$ cat src/verilog/rst_sup_pkg.sv
// Overview of operation
// brownout supervisor runs in every mode but shutdown; no disable control exists.
// threshold picked from five option levels; hold reset until supply reaches it.
// supply falling below selected threshold asserts device reset.
// release only once supply passes upper (hysteresis) limit of threshold.
// sampled monitor enable replaces continuous watch by periodic samples in deep modes.
// in sampled mode a drop wholly between samples may go unseen.
// power reset on brownout and on exit from standby or shutdown.
// brownout-type reset clears all registers except backup domain.
// standby/shutdown exit resets core domain; rtc, wakeup, watchdog, mode control kept.
// system reset clears all but reset-source flags and backup domain.
// system reset from pin, watchdogs, firewall, software, low-power, loader, brownout.
// one sticky flag per reset cause, readable by software.
// internal sources drive reset pin low at least 20 us and through delay phase.
// external low on pin keeps internal reset asserted while pin is low.
// pull-up switched off while an internal source drives the pin.
// reset handler vector fetched from fixed address 0x0000_0004.
// core software reset request bit causes a system reset.
// cleared entry option bit makes mode entry reset the device instead.
// option reload trigger, bit 27 of flash control, raises a loader reset.
// backup domain software reset bit raises backup-domain reset.
// backup reset on supply power-up when both supplies were off.
// backup reset touches only low-speed osc, rtc, backup regs, backup control.
// sources synchronised; reset asserts asynchronously, releases synchronously.
`default_nettype none
package rst_sup_pkg;
  localparam int CLK_MHZ = 200;
  localparam int PULSE_MIN_US = 20;
  localparam int PULSE_CYC = PULSE_MIN_US * CLK_MHZ;
  localparam int SAMPLE_MS = 12;
  localparam int SAMPLE_CYC = SAMPLE_MS * 1000 * CLK_MHZ;
  localparam logic [31:0] RESET_VECTOR_ADDR = 32'h0000_0004;
  localparam int OPTION_RELOAD_BIT = 27;
  localparam logic [2:0] THRESHOLD_LEVELS = 3'h5;
  localparam logic [2:0] THRESHOLD_LEVEL_RST = 3'h0;
  // register indices
  localparam logic [3:0] REG_FLAGS = 4'h0;
  localparam logic [3:0] REG_CTRL = 4'h1;
  localparam logic [3:0] REG_FLASH_CTRL = 4'h2;
  localparam logic [3:0] REG_BACKUP_CTRL = 4'h3;
  localparam logic [3:0] REG_STATUS = 4'h4;
  // flag bit positions
  localparam int F_PIN = 0;
  localparam int F_WINDOW_WD = 1;
  localparam int F_INDEP_WD = 2;
  localparam int F_FW = 3;
  localparam int F_SW = 4;
  localparam int F_LP = 5;
  localparam int F_OBL = 6;
  localparam int F_BROWNOUT = 7;
  localparam int F_WAKE = 8;
  localparam int NFLAGS = 9;
  localparam int CTRL_CLEAR_BIT = 0;
  localparam int CTRL_ULP_BIT = 1;
  localparam int BACKUP_RST_BIT = 16;
  typedef enum logic [1:0] {
    ST_IDLE,
    ST_PULSE,
    ST_EXT
  } rst_state_t;
endpackage : rst_sup_pkg
`default_nettype wire
$ cat src/verilog/reset_supervisor_controller.sv
`default_nettype none
module reset_supervisor_controller #(
  parameter int PULSE_CYCLES = rst_sup_pkg::PULSE_CYC,
  parameter int SAMPLE_CYCLES = rst_sup_pkg::SAMPLE_CYC
) (
  input wire logic clk,
  input wire logic reset_pin_n,
  // supply comparators, already digital
  input wire logic supply_above_lo,
  input wire logic supply_above_hi,
  input wire logic backup_supply_on,
  input wire logic [2:0] brownout_threshold_opt,
  // power mode
  input wire logic in_stop2,
  input wire logic in_standby,
  input wire logic in_shutdown,
  input wire logic standby_exit,
  input wire logic shutdown_exit,
  input wire logic standby_entry,
  input wire logic stop_entry,
  input wire logic shutdown_entry,
  input wire logic standby_entry_reset_opt_n,
  input wire logic stop_entry_reset_opt_n,
  input wire logic shutdown_entry_reset_opt_n,
  // internal reset sources
  input wire logic window_watchdog,
  input wire logic independent_watchdog,
  input wire logic firewall_event,
  input wire logic core_sw_reset_request,
  // reset pin
  input wire logic reset_pin_n_in,
  output logic reset_pin_n_out,
  output logic reset_pin_n_oe,
  output logic reset_pin_pullup_en,
  // register port
  input wire logic [3:0] reg_addr,
  input wire logic [31:0] reg_wdata,
  input wire logic reg_wr,
  input wire logic reg_rd,
  output logic [31:0] reg_rdata,
  // reset outputs
  output logic power_reset_n,
  output logic core_reset_n,
  output logic system_reset_n,
  output logic backup_reset_n,
  output logic mode_entry_blocked,
  output logic brownout_sample_en,
  output logic [31:0] reset_vector_addr
);
  import rst_sup_pkg::*;

  // ----------------------------------------
  // state
  // ----------------------------------------
  typedef struct packed {
    logic [1:0] pin_sync;
    logic [1:0] supply_ok_sync;
    logic supply_ok;
    logic por_pending;
    logic [2:0] level;
    logic backup_was_on;
    rst_state_t st;
    logic [31:0] pulse_cnt;
    logic [31:0] sample_cnt;
    logic [NFLAGS-1:0] flags;
    logic ulp_en;
    logic [31:0] flash_ctrl;
    logic backup_sw_rst;
    logic bkp_rst;
    logic wake_rst;
    logic [31:0] rdata;
  } state_t;

  state_t q, d;

  localparam state_t RESET_STATE = '{
    pin_sync: 2'h3, supply_ok_sync: 2'h0, supply_ok: 1'b0, por_pending: 1'b1,
    level: THRESHOLD_LEVEL_RST, backup_was_on: 1'b0, st: ST_IDLE,
    pulse_cnt: 32'h0000_0000, sample_cnt: 32'h0000_0000,
    flags: '0, ulp_en: 1'b0, flash_ctrl: 32'h0000_0000,
    backup_sw_rst: 1'b0, bkp_rst: 1'b1, wake_rst: 1'b0,
    rdata: 32'h0000_0000};

  logic pin_low;
  logic sampled_mode;
  logic sample_tick;
  logic lp_event;
  logic obl_event;
  logic [NFLAGS-1:0] src;
  logic internal_src;
  logic sys_rst_active;

  // ----------------------------------------
  // reset source collection
  // ----------------------------------------
  always_comb begin
    pin_low = ~q.pin_sync[1];
    sampled_mode = q.ulp_en & (in_stop2 | in_standby | in_shutdown);
    sample_tick = (q.sample_cnt == 32'h0000_0000);
    lp_event = (standby_entry & ~standby_entry_reset_opt_n)
             | (stop_entry & ~stop_entry_reset_opt_n)
             | (shutdown_entry & ~shutdown_entry_reset_opt_n);
    obl_event = reg_wr && reg_addr == REG_FLASH_CTRL && reg_wdata[OPTION_RELOAD_BIT];
    src = '0;
    // only lows seen from idle: the echo of our own pulse is not a pin reset
    src[F_PIN] = pin_low & (q.st == ST_IDLE);
    src[F_WINDOW_WD] = window_watchdog;
    src[F_INDEP_WD] = independent_watchdog;
    src[F_FW] = firewall_event;
    src[F_SW] = core_sw_reset_request;
    src[F_LP] = lp_event;
    src[F_OBL] = obl_event;
    src[F_BROWNOUT] = ~q.supply_ok;
    src[F_WAKE] = standby_exit | shutdown_exit;
    internal_src = |src[NFLAGS-1:1];
  end

  // ----------------------------------------
  // next state
  // ----------------------------------------
  always_comb begin
    d = q;
    d.pin_sync = {q.pin_sync[0], reset_pin_n_in};
    d.supply_ok_sync = {q.supply_ok_sync[0], supply_above_hi};
    d.wake_rst = standby_exit | shutdown_exit;
    d.por_pending = 1'b0;
    // option level caught once after release
    if (q.por_pending) begin
      d.level = (brownout_threshold_opt < THRESHOLD_LEVELS) ? brownout_threshold_opt
              : THRESHOLD_LEVEL_RST;
    end
    // supervisor never disabled except in shutdown
    if (in_shutdown && !q.ulp_en) begin
      d.sample_cnt = 32'h0000_0000;
    end else begin
      if (sampled_mode) begin
        d.sample_cnt = sample_tick ? 32'(SAMPLE_CYCLES - 1) : q.sample_cnt - 32'h0000_0001;
      end else begin
        d.sample_cnt = 32'h0000_0000;
      end
      if (!sampled_mode || sample_tick) begin
        if (!q.supply_ok && q.supply_ok_sync[1]) begin
          d.supply_ok = 1'b1;
        end else if (q.supply_ok && !supply_above_lo) begin
          d.supply_ok = 1'b0;
        end
      end
    end
    // backup-domain power-on detection
    d.backup_was_on = backup_supply_on | q.supply_ok;
    d.bkp_rst = q.backup_sw_rst | ((backup_supply_on | q.supply_ok) & ~q.backup_was_on);
    // pulse generator for pin
    unique case (q.st)
      ST_IDLE: begin
        if (internal_src) begin
          d.st = ST_PULSE;
          d.pulse_cnt = 32'(PULSE_CYCLES - 1);
        end else if (pin_low) begin
          d.st = ST_EXT;
        end
      end
      ST_PULSE: begin
        if (internal_src) begin
          d.pulse_cnt = 32'(PULSE_CYCLES - 1);
        end else if (q.pulse_cnt != 32'h0000_0000) begin
          d.pulse_cnt = q.pulse_cnt - 32'h0000_0001;
        end else begin
          d.st = pin_low ? ST_EXT : ST_IDLE;
        end
      end
      ST_EXT: begin
        if (internal_src) begin
          d.st = ST_PULSE;
          d.pulse_cnt = 32'(PULSE_CYCLES - 1);
        end else if (!pin_low) begin
          d.st = ST_IDLE;
        end
      end
    endcase
    // flags survive system reset, set wins over clear
    if (reg_wr && reg_addr == REG_CTRL && reg_wdata[CTRL_CLEAR_BIT]) begin
      d.flags = '0;
    end
    d.flags = d.flags | src;
    if (reg_wr && reg_addr == REG_CTRL) begin
      d.ulp_en = reg_wdata[CTRL_ULP_BIT];
    end
    if (reg_wr && reg_addr == REG_FLASH_CTRL) begin
      d.flash_ctrl = reg_wdata;
    end
    if (reg_wr && reg_addr == REG_BACKUP_CTRL) begin
      d.backup_sw_rst = reg_wdata[BACKUP_RST_BIT];
    end
    if (q.st != ST_IDLE) begin
      d.flash_ctrl = 32'h0000_0000;
    end
    d.rdata = 32'h0000_0000;
    if (reg_rd) begin
      unique case (reg_addr)
        REG_FLAGS: d.rdata = 32'(q.flags);
        REG_CTRL: d.rdata = {30'h0000_0000, q.ulp_en, 1'b0};
        REG_FLASH_CTRL: d.rdata = q.flash_ctrl;
        REG_BACKUP_CTRL: d.rdata = {15'h0000, q.backup_sw_rst, 16'h0000};
        REG_STATUS: d.rdata = {26'h0000_000, q.level, sampled_mode, q.supply_ok, pin_low};
        default: d.rdata = 32'h0000_0000;
      endcase
    end
  end

  always_ff @(posedge clk or negedge reset_pin_n) begin
    if (!reset_pin_n) begin
      q <= RESET_STATE;
    end else begin
      q <= d;
    end
  end

  // ----------------------------------------
  // outputs
  // ----------------------------------------
  assign sys_rst_active = (q.st != ST_IDLE);
  assign reset_pin_n_out = 1'b0;
  assign reset_pin_n_oe = (q.st == ST_PULSE);
  assign reset_pin_pullup_en = (q.st != ST_PULSE);
  assign power_reset_n = q.supply_ok & ~q.wake_rst;
  assign core_reset_n = power_reset_n & ~sys_rst_active;
  assign system_reset_n = core_reset_n;
  assign backup_reset_n = ~q.bkp_rst;
  assign mode_entry_blocked = lp_event;
  assign brownout_sample_en = ~in_shutdown | q.ulp_en;
  assign reset_vector_addr = RESET_VECTOR_ADDR;
  assign reg_rdata = q.rdata;

  // ----------------------------------------
  // checks: supply supervisor
  // ----------------------------------------
  a_supervisor_live: assert property (@(posedge clk) disable iff (!reset_pin_n)
    !in_shutdown |-> brownout_sample_en) else $error("supervisor off outside shutdown");

  a_level_legal: assert property (@(posedge clk) disable iff (!reset_pin_n)
    q.level < THRESHOLD_LEVELS) else $error("threshold level out of range");

  a_power_hold: assert property (@(posedge clk) disable iff (!reset_pin_n)
    !q.supply_ok |-> !power_reset_n) else $error("released below threshold");

  a_brownout_assert: assert property (@(posedge clk) disable iff (!reset_pin_n)
    (q.supply_ok && !supply_above_lo && !sampled_mode && !in_shutdown) |=> !power_reset_n)
    else $error("brownout missed");

  a_release_upper: assert property (@(posedge clk) disable iff (!reset_pin_n)
    $rose(q.supply_ok) |-> $past(q.supply_ok_sync[1])) else $error("released below upper limit");

  a_sample_period: assert property (@(posedge clk) disable iff (!reset_pin_n)
    (sampled_mode && sample_tick) |=> (q.sample_cnt == 32'(SAMPLE_CYCLES - 1)))
    else $error("sample period not reloaded");

  a_sample_hold: assert property (@(posedge clk) disable iff (!reset_pin_n)
    (sampled_mode && !sample_tick) |=> $stable(q.supply_ok)) else $error("evaluated off tick");

  // ----------------------------------------
  // checks: power and system reset
  // ----------------------------------------
  a_wake_power: assert property (@(posedge clk) disable iff (!reset_pin_n)
    (standby_exit || shutdown_exit) |=> !power_reset_n) else $error("wake reset missed");

  a_power_core: assert property (@(posedge clk) disable iff (!reset_pin_n)
    !power_reset_n |-> !core_reset_n) else $error("core out of reset in power reset");

  a_wake_flag: assert property (@(posedge clk) disable iff (!reset_pin_n)
    (standby_exit || shutdown_exit) |=> q.flags[F_WAKE]) else $error("wake flag missed");

  a_core_system: assert property (@(posedge clk) disable iff (!reset_pin_n)
    !core_reset_n |-> !system_reset_n) else $error("system out of reset in core reset");

  a_flags_kept: assert property (@(posedge clk) disable iff (!reset_pin_n)
    !(reg_wr && reg_addr == REG_CTRL) |=> ((q.flags & $past(q.flags)) == $past(q.flags)))
    else $error("flag lost without clear");

  a_source_reset: assert property (@(posedge clk) disable iff (!reset_pin_n)
    (window_watchdog || independent_watchdog || firewall_event) |=> !system_reset_n)
    else $error("watchdog or firewall reset missed");

  a_flag_sticky: assert property (@(posedge clk) disable iff (!reset_pin_n)
    (q.flags[F_WINDOW_WD] && !(reg_wr && reg_addr == REG_CTRL)) |=> q.flags[F_WINDOW_WD])
    else $error("flag dropped");

  a_read_idle: assert property (@(posedge clk) disable iff (!reset_pin_n)
    !$past(reg_rd) |-> (reg_rdata == 32'h0000_0000)) else $error("read data outside slot");

  a_sw_reset: assert property (@(posedge clk) disable iff (!reset_pin_n)
    core_sw_reset_request |=> !system_reset_n ##0 q.flags[F_SW]) else $error("sw reset lost");

  // ----------------------------------------
  // checks: reset pin
  // ----------------------------------------
  a_pin_held_min: assert property (@(posedge clk) disable iff (!reset_pin_n)
    $rose(reset_pin_n_oe) |-> reset_pin_n_oe [*8]) else $error("pin pulse too short");

  a_pulse_drive: assert property (@(posedge clk) disable iff (!reset_pin_n)
    (q.st == ST_PULSE) |-> (reset_pin_n_oe && !reset_pin_n_out)) else $error("pin not driven");

  a_pulse_reload: assert property (@(posedge clk) disable iff (!reset_pin_n)
    internal_src |=> (q.pulse_cnt == 32'(PULSE_CYCLES - 1))) else $error("pulse not rearmed");

  a_pulse_run: assert property (@(posedge clk) disable iff (!reset_pin_n)
    (q.st == ST_PULSE && q.pulse_cnt != 32'h0000_0000) |=> (q.st == ST_PULSE))
    else $error("pulse cut short");

  a_ext_hold: assert property (@(posedge clk) disable iff (!reset_pin_n)
    (!q.pin_sync[1] && !internal_src) |=> !system_reset_n) else $error("ext reset not held");

  a_ext_flag: assert property (@(posedge clk) disable iff (!reset_pin_n)
    (q.st == ST_IDLE && pin_low) |=> q.flags[F_PIN]) else $error("pin flag missed");

  a_pullup_off: assert property (@(posedge clk) disable iff (!reset_pin_n)
    reset_pin_n_oe |-> !reset_pin_pullup_en) else $error("pullup on while driving");

  a_pullup_idle: assert property (@(posedge clk) disable iff (!reset_pin_n)
    !reset_pin_n_oe |-> reset_pin_pullup_en) else $error("pullup off while released");

  a_pin_sync: assert property (@(posedge clk) disable iff (!reset_pin_n)
    q.pin_sync[1] == $past(q.pin_sync[0])) else $error("pin synchroniser skipped");

  // ----------------------------------------
  // checks: other reset causes
  // ----------------------------------------
  a_vector_fixed: assert property (@(posedge clk) disable iff (!reset_pin_n)
    reset_vector_addr == RESET_VECTOR_ADDR) else $error("vector moved");

  a_lp_block: assert property (@(posedge clk) disable iff (!reset_pin_n)
    (stop_entry && !stop_entry_reset_opt_n) |-> mode_entry_blocked ##1 reset_pin_n_oe)
    else $error("lp security reset missed");

  a_lp_standby: assert property (@(posedge clk) disable iff (!reset_pin_n)
    (standby_entry && !standby_entry_reset_opt_n) |-> mode_entry_blocked)
    else $error("standby entry not blocked");

  a_lp_shutdown: assert property (@(posedge clk) disable iff (!reset_pin_n)
    (shutdown_entry && !shutdown_entry_reset_opt_n) |-> mode_entry_blocked)
    else $error("shutdown entry not blocked");

  a_obl_reset: assert property (@(posedge clk) disable iff (!reset_pin_n)
    obl_event |=> reset_pin_n_oe) else $error("loader reset missed");

  a_loader_clear: assert property (@(posedge clk) disable iff (!reset_pin_n)
    (q.st != ST_IDLE) |=> (q.flash_ctrl == 32'h0000_0000)) else $error("loader bit kept");

  a_backup_sw: assert property (@(posedge clk) disable iff (!reset_pin_n)
    q.backup_sw_rst |=> !backup_reset_n) else $error("backup reset missed");

  a_backup_powerup: assert property (@(posedge clk) disable iff (!reset_pin_n)
    (backup_supply_on && !q.backup_was_on) |=> !backup_reset_n)
    else $error("backup power-up reset missed");

  a_backup_out: assert property (@(posedge clk) disable iff (!reset_pin_n)
    q.bkp_rst |-> !backup_reset_n) else $error("backup reset not driven");
endmodule : reset_supervisor_controller
`default_nettype wire

$ cat config.mk
export PLATFORM = sky130hd
export DESIGN_NAME = reset_supervisor_controller
export DESIGN_NICKNAME = d
export VERILOG_FILES = /design/src/verilog/rst_sup_pkg.sv /design/src/verilog/reset_supervisor_controller.sv
export SDC_FILE = /design/constraint.sdc
export NUM_CORES = 1
export LEC_CHECK = 0
export BUFFER_PORTS_ARGS = -buffer_cell sky130_fd_sc_hd__buf_2
export CAP_MARGIN = 20
export CORE_MARGIN = 2
export CORE_UTILIZATION = 40
export CTS_BUF_LIST = sky130_fd_sc_hd__clkbuf_16
export DETAILED_ROUTE_END_ITERATION = 16
export RECOVER_POWER = 100
export SLEW_MARGIN = 20
export SYNTH_ARGS = -nofsm -noshare
export SYNTH_HDL_FRONTEND = slang
export SYNTH_SLANG_ARGS = --single-unit
$ cat constraint.sdc
create_clock -name clk -period 3.45 [get_ports clk]
set_input_delay 0.69 -clock clk [delete_from_list [all_inputs] [get_ports clk]]
set_output_delay 0.69 -clock clk [all_outputs]
set_load 0.1 [all_outputs]
# Yosys cells after proc, flatten, opt, wreduce, memory -nomap -nowiden
# Cells that the tools add are included.
# word_totals
reg_bits	153
input_bits	62
output_inout_bits	73
elab_cells	104
# op_classes
addsub	2
magnitude_cmp	1
eq_ne	12
mux	22
bitwise_logic	28
n_reduce_logical	23
# op_table
cell	count
two-way mux 32 bit	9
case mux 32 bit (5 select lines)	1
case mux 34 bit (3 select lines)	1
subtractor 32 x 1 -> 32 bit (second input constant)	2
logical NOT 32 bit	1
nonzero test 32 bit	1
two-way mux 2 bit	7
inverter 1 bit	11
two-way mux 9 bit	1
bitwise OR 9 bit	1
AND 1 bit	8
== test 4 x 2 -> 1 bit (second input constant)	2
logical AND 1 bit	8
bitwise OR 1 bit	8
OR reduction 8 bit	1
!= test 3 bit (second input constant)	2
nonzero test 2 bit	3
== test 4 x 1 -> 1 bit (second input constant)	1
== test 4 x 3 -> 1 bit (second input constant)	1
logical NOT 1 bit	4
logical NOT 4 bit	1
!= test 2 bit (second input constant)	2
AND reduction 4 bit	1
< comparator 3 bit (second input constant)	1
9 further kinds	10

# Longest topological paths before layout
# logic_depth
ltp_word	7
depth_mapped	10
mapped_depth_nobuf	8

# Worst setup path before layout
# No wires, ideal clock.
# synth_timing
path_type	reg2out
start	register q[141] in the netlist's numbering
end	output system_reset_n
arrival_ns	3.458
required_time_ns	2.760
path_slack_ns	-0.698
stages_incl_launch_ff	6
n_path_buf	1
cell_sequence	dfrtp_1 -> inv_1 -> ha_1 -> clkinv_1 -> nor3_1 -> buf_4
# synth_between
elab_chain_cells	3
# synth_lines
element	line_no	rtl
from (decl)	reset_supervisor_controller.sv:74	state_t q, d;
from (signal assigned)	reset_supervisor_controller.sv:212	q <= RESET_STATE;
from (signal assigned)	reset_supervisor_controller.sv:214	q <= d;
nonzero test 2 bit	reset_supervisor_controller.sv:221	assign sys_rst_active = (q.st != ST_IDLE);
inverter 1 bit	reset_supervisor_controller.sv:226	assign core_reset_n = power_reset_n & ~sys_rst_active;
AND 1 bit	reset_supervisor_controller.sv:226	
to (decl)	reset_supervisor_controller.sv:44	output logic system_reset_n,
# Every way passes these cells.

# Worst setup path after layout
# layout_timing
start	register q[148] in the netlist's numbering
end	output system_reset_n
# layout_between
elab_chain_cells	2
# layout_lines
element	line_no	rtl
AND 1 bit	reset_supervisor_controller.sv:225	assign power_reset_n = q.supply_ok & ~q.wake_rst;
AND 1 bit	reset_supervisor_controller.sv:226	
# Every way passes these cells.

==> impl_metrics.env <==
export IMPL_ir_worst_vdd_v=0.0003616
export IMPL_synth_xor_area_share_pct=3.024
export IMPL_timing_final_ws_setup_ns=0.5237
export IMPL_grt_pass1_vias=5600
export IMPL_nFillCells=1824
export IMPL_yosysSeqAreaShare_pct=50.91
export IMPL_cellLeakagePower_nw=3.808
export IMPL_drt_met1_wl_um=8558
export IMPL_drtPass1Iterations=4
export IMPL_cts_setup_buffers=0
export IMPL_synth_seq_cells=153
export IMPL_die_height_um=141.2
export IMPL_h_tree_depth=4
export IMPL_cts_tree="built"
export IMPL_yosysMostFrequentCell="dfrtp_1"
export IMPL_antenna_found_initial=1
export IMPL_multiInputGateArea_um2=3060
export IMPL_violations="max-capacitance violations, max-slew violations"
export IMPL_finalSetupTns_ns=0
export IMPL_synth_adder_area_share_pct=0.9968
export IMPL_grt_max_degree=89
export IMPL_yosys_top_cells_count="149 x dfrtp_1, 98 x nand2_1, 66 x buf_4, 64 x a21oi_1, 60 x nor2_1"
export IMPL_synth_area_um2=7531
export IMPL_drtIter0Drc=282
export IMPL_final_cells=1116
export IMPL_relSlewSlack_pct=-13.10
export IMPL_crit_arrival_ns=2.24
export IMPL_gr_total_overflow=0
export IMPL_yosysWarningCount=0
export IMPL_core_um2=18580
export IMPL_hold_viol_final=0
export IMPL_routabilityCongestion=0.8289
export IMPL_wl_met3_um=729
export IMPL_grt_total_usage_pct=18.41
export IMPL_io_buffer_count=101
export IMPL_layout_drive_gt1_share_pct=14.87
export IMPL_ctsHoldBuffers=0
export IMPL_drt_wirelength_per_cell_um=15.94
export IMPL_ant_nets=0
export IMPL_insertion_delay_ns=0.43
export IMPL_clock_fmax_mhz=341.7
export IMPL_p_per_area_nw_per_um2=668.9
export IMPL_setup_viol=0
export IMPL_die_area_um2=19940
export IMPL_cp_cell_sequence="inv_1 > nor3_2 > clkbuf_1"
export IMPL_fp_dieW_um=141.2
export IMPL_hold_class="reg -> reg"
export IMPL_slowest_stage="clkbuf_1"
export IMPL_wirelength_um=17790
export IMPL_critPathKind="reg -> out"
export IMPL_cpPeakStageDelay_ns=0.88
export IMPL_drv_slew=66
export IMPL_final_nets=936
export IMPL_start_kind="flop"
export IMPL_ios=135
export IMPL_root_buffer="clkbuf_16"
export IMPL_synth_distinct_cells=68
export IMPL_cp_data_required_time_ns=2.76
export IMPL_finClkSkew_ns=0.009966
export IMPL_synth_avg_cell_area_um2=9.461
export IMPL_synth_top_area_share_pct=49.51
export IMPL_areaGrowthSynthToFinish_pct=12.76
export IMPL_min_period_ns=2.926
export IMPL_route_met2_wl_um=8278
export IMPL_status="finished with violations"
export IMPL_timing_final_crit_share_pct=84.82
export IMPL_dp_slack_ns=0.2088
export IMPL_synth_top_family_by_area="simple AND/OR/NAND/NOR gates"
export IMPL_end_kind="output port"
export IMPL_synth_compound_gate_area_share_pct=13.06
export IMPL_via_count=5809
export IMPL_drcViolationCount=0
export IMPL_place_inst=1083
export IMPL_yosysTopAreaCell="dfrtp_1"
export IMPL_reg2reg_setup_slack_ns=0.58
export IMPL_routed_top_layer="met4"
export IMPL_cts_buffer_depth=2
export IMPL_cts_buffers=17
export IMPL_via_per_inst=5.205
export IMPL_dpl_hpwl_um=12040
export IMPL_fin_util_pct=45.70
export IMPL_grt_setup_unrepaired="no"
export IMPL_drv_cap=1
export IMPL_ys_top_cells_by_area="dfrtp_1 50%, buf_4 6.6%, nand2_1 4.9%"
export IMPL_ctsResizeCount=0
export IMPL_critPathMaxFanout=6
export IMPL_initial_utilization_pct=40.53
export IMPL_whs_ns=0.3553
export IMPL_synth_edf_count=0
export IMPL_seqCellArea_um2=3834
export IMPL_ys_flop_type="dfrtp_1"
export IMPL_synthCells=796
export IMPL_path_clk_slew_ns=0.07
export IMPL_grt_pass1_wl_um=29010
export IMPL_worst_pin_slew_ns=1.696
export IMPL_synthSimpleGateAreaFrac_pct=20.78
export IMPL_muxShareOfSynthArea_pct=1.146
export IMPL_cts_sinks=153
export IMPL_rows=50
export IMPL_ys_async_sr_fraction_pct=100.0
[critical path: cells and delay by family, from the launching register on]
| kind | cells | cell delay (ns) |
|---|---|---|
| flops | 1 | 0.52 |
| simple gates | 1 | 0.24 |
| buf+inv | 2 | 1.05 |
[state kept, by name (all words and copies together) (netlist names)]
signal     flops
q            119
reg_rdata     32
d              2
[metal layers]
metal / global-route usage [%] / vias to the layer above
li1: - / 2822
met1: 25.74 / 2854
met2: 28.72 / 117
met3: 4.246 / 16
met4: 5.474 / 0
met5: 0 / -
[logic make-up after synthesis]
group                      count (synthesis)
and+or+nand+nor                          309
other                                      2
muxes                                      8
buffers and inverters                    131
AOI/OAI and AO/OA                        161
xor gates and xnor gates                  26
adders and majority gates                  6
DFF                                      153
[through the flow]
step                      power (mW)  cell area, µm²
after CTS                      5.758            8587
final                          5.680            8492
after global placement         3.842            7998
after global routing           6.030            8489
after detailed placement       3.866            7998
after floorplan                3.526            7656
[worst paths after layout]
path                                    startpoint                      end  depth (start not counted)
worst max-delay path            q[148]$_DFFE_PN0P_           system_reset_n                          3
worst min-delay path              d[150]$_DFF_PN0_         q[150]$_DFF_PN0_                          0
worst max register to register  q[123]$_DFFE_PN0P_       q[116]$_DFFE_PN0P_                          7
worst min register to register    d[150]$_DFF_PN0_         q[150]$_DFF_PN0_                          0
max in group asynchronous              reset_pin_n         q[152]$_DFF_PN1_                          2
min in group asynchronous              reset_pin_n  reg_rdata[21]$_DFF_PN0_                          1
[power breakdown]
part	internal, mW	switching (mW)	total (mW)
Clock	1.02	0.837	1.86
Combinational	0.599	1.06	1.66
Sequential	1.98	0.184	2.16
Total	3.60	2.08	5.68
[layout make-up]
class / instances / share of cell area [%]
diodes: 1 / 0.02947
clock buffers: 17 / 5.010
clock inverters: 15 / 1.930
inverters: 32 / 1.414
multi-input cells: 544 / 36.04
flip-flops and latches: 153 / 45.15
well taps: 234 / 3.448
repair buffers: 120 / 6.984
[layout by cell type (no fill, tap or decap), types with 3 or more instances in the layout]
master,netlist,layout
dfrtp_1,149,149
o31ai_1,4,3
xor2_1,10,10
a21oi_1,64,64
a21o_1,12,12
mux2i_1,3,3
inv_1,31,31
conb_1,2,34
clkbuf_1,25,46
a22oi_1,8,8
nor2_1,60,60
o41ai_1,4,4
a31oi_1,3,3
or2_2,4,4
buf_4,66,13
clkbuf_16,0,17
nor4_1,14,14
nor3_1,27,27
dfstp_2,4,3
ha_1,6,6
nand2b_1,7,7
a22o_1,3,3
nand4_1,5,5
o21ai_0,38,39
and2_1,4,4
nand2_1,98,98
xnor2_1,16,16
mux2_2,5,5
a211oi_1,5,5
nand3_1,20,20
nand3b_1,9,9
or3_1,12,12
and3_1,25,25
or4_1,5,6
inv_6,0,6
buf_2,4,57
No activity file was read; power rests on OpenSTA's default activity.
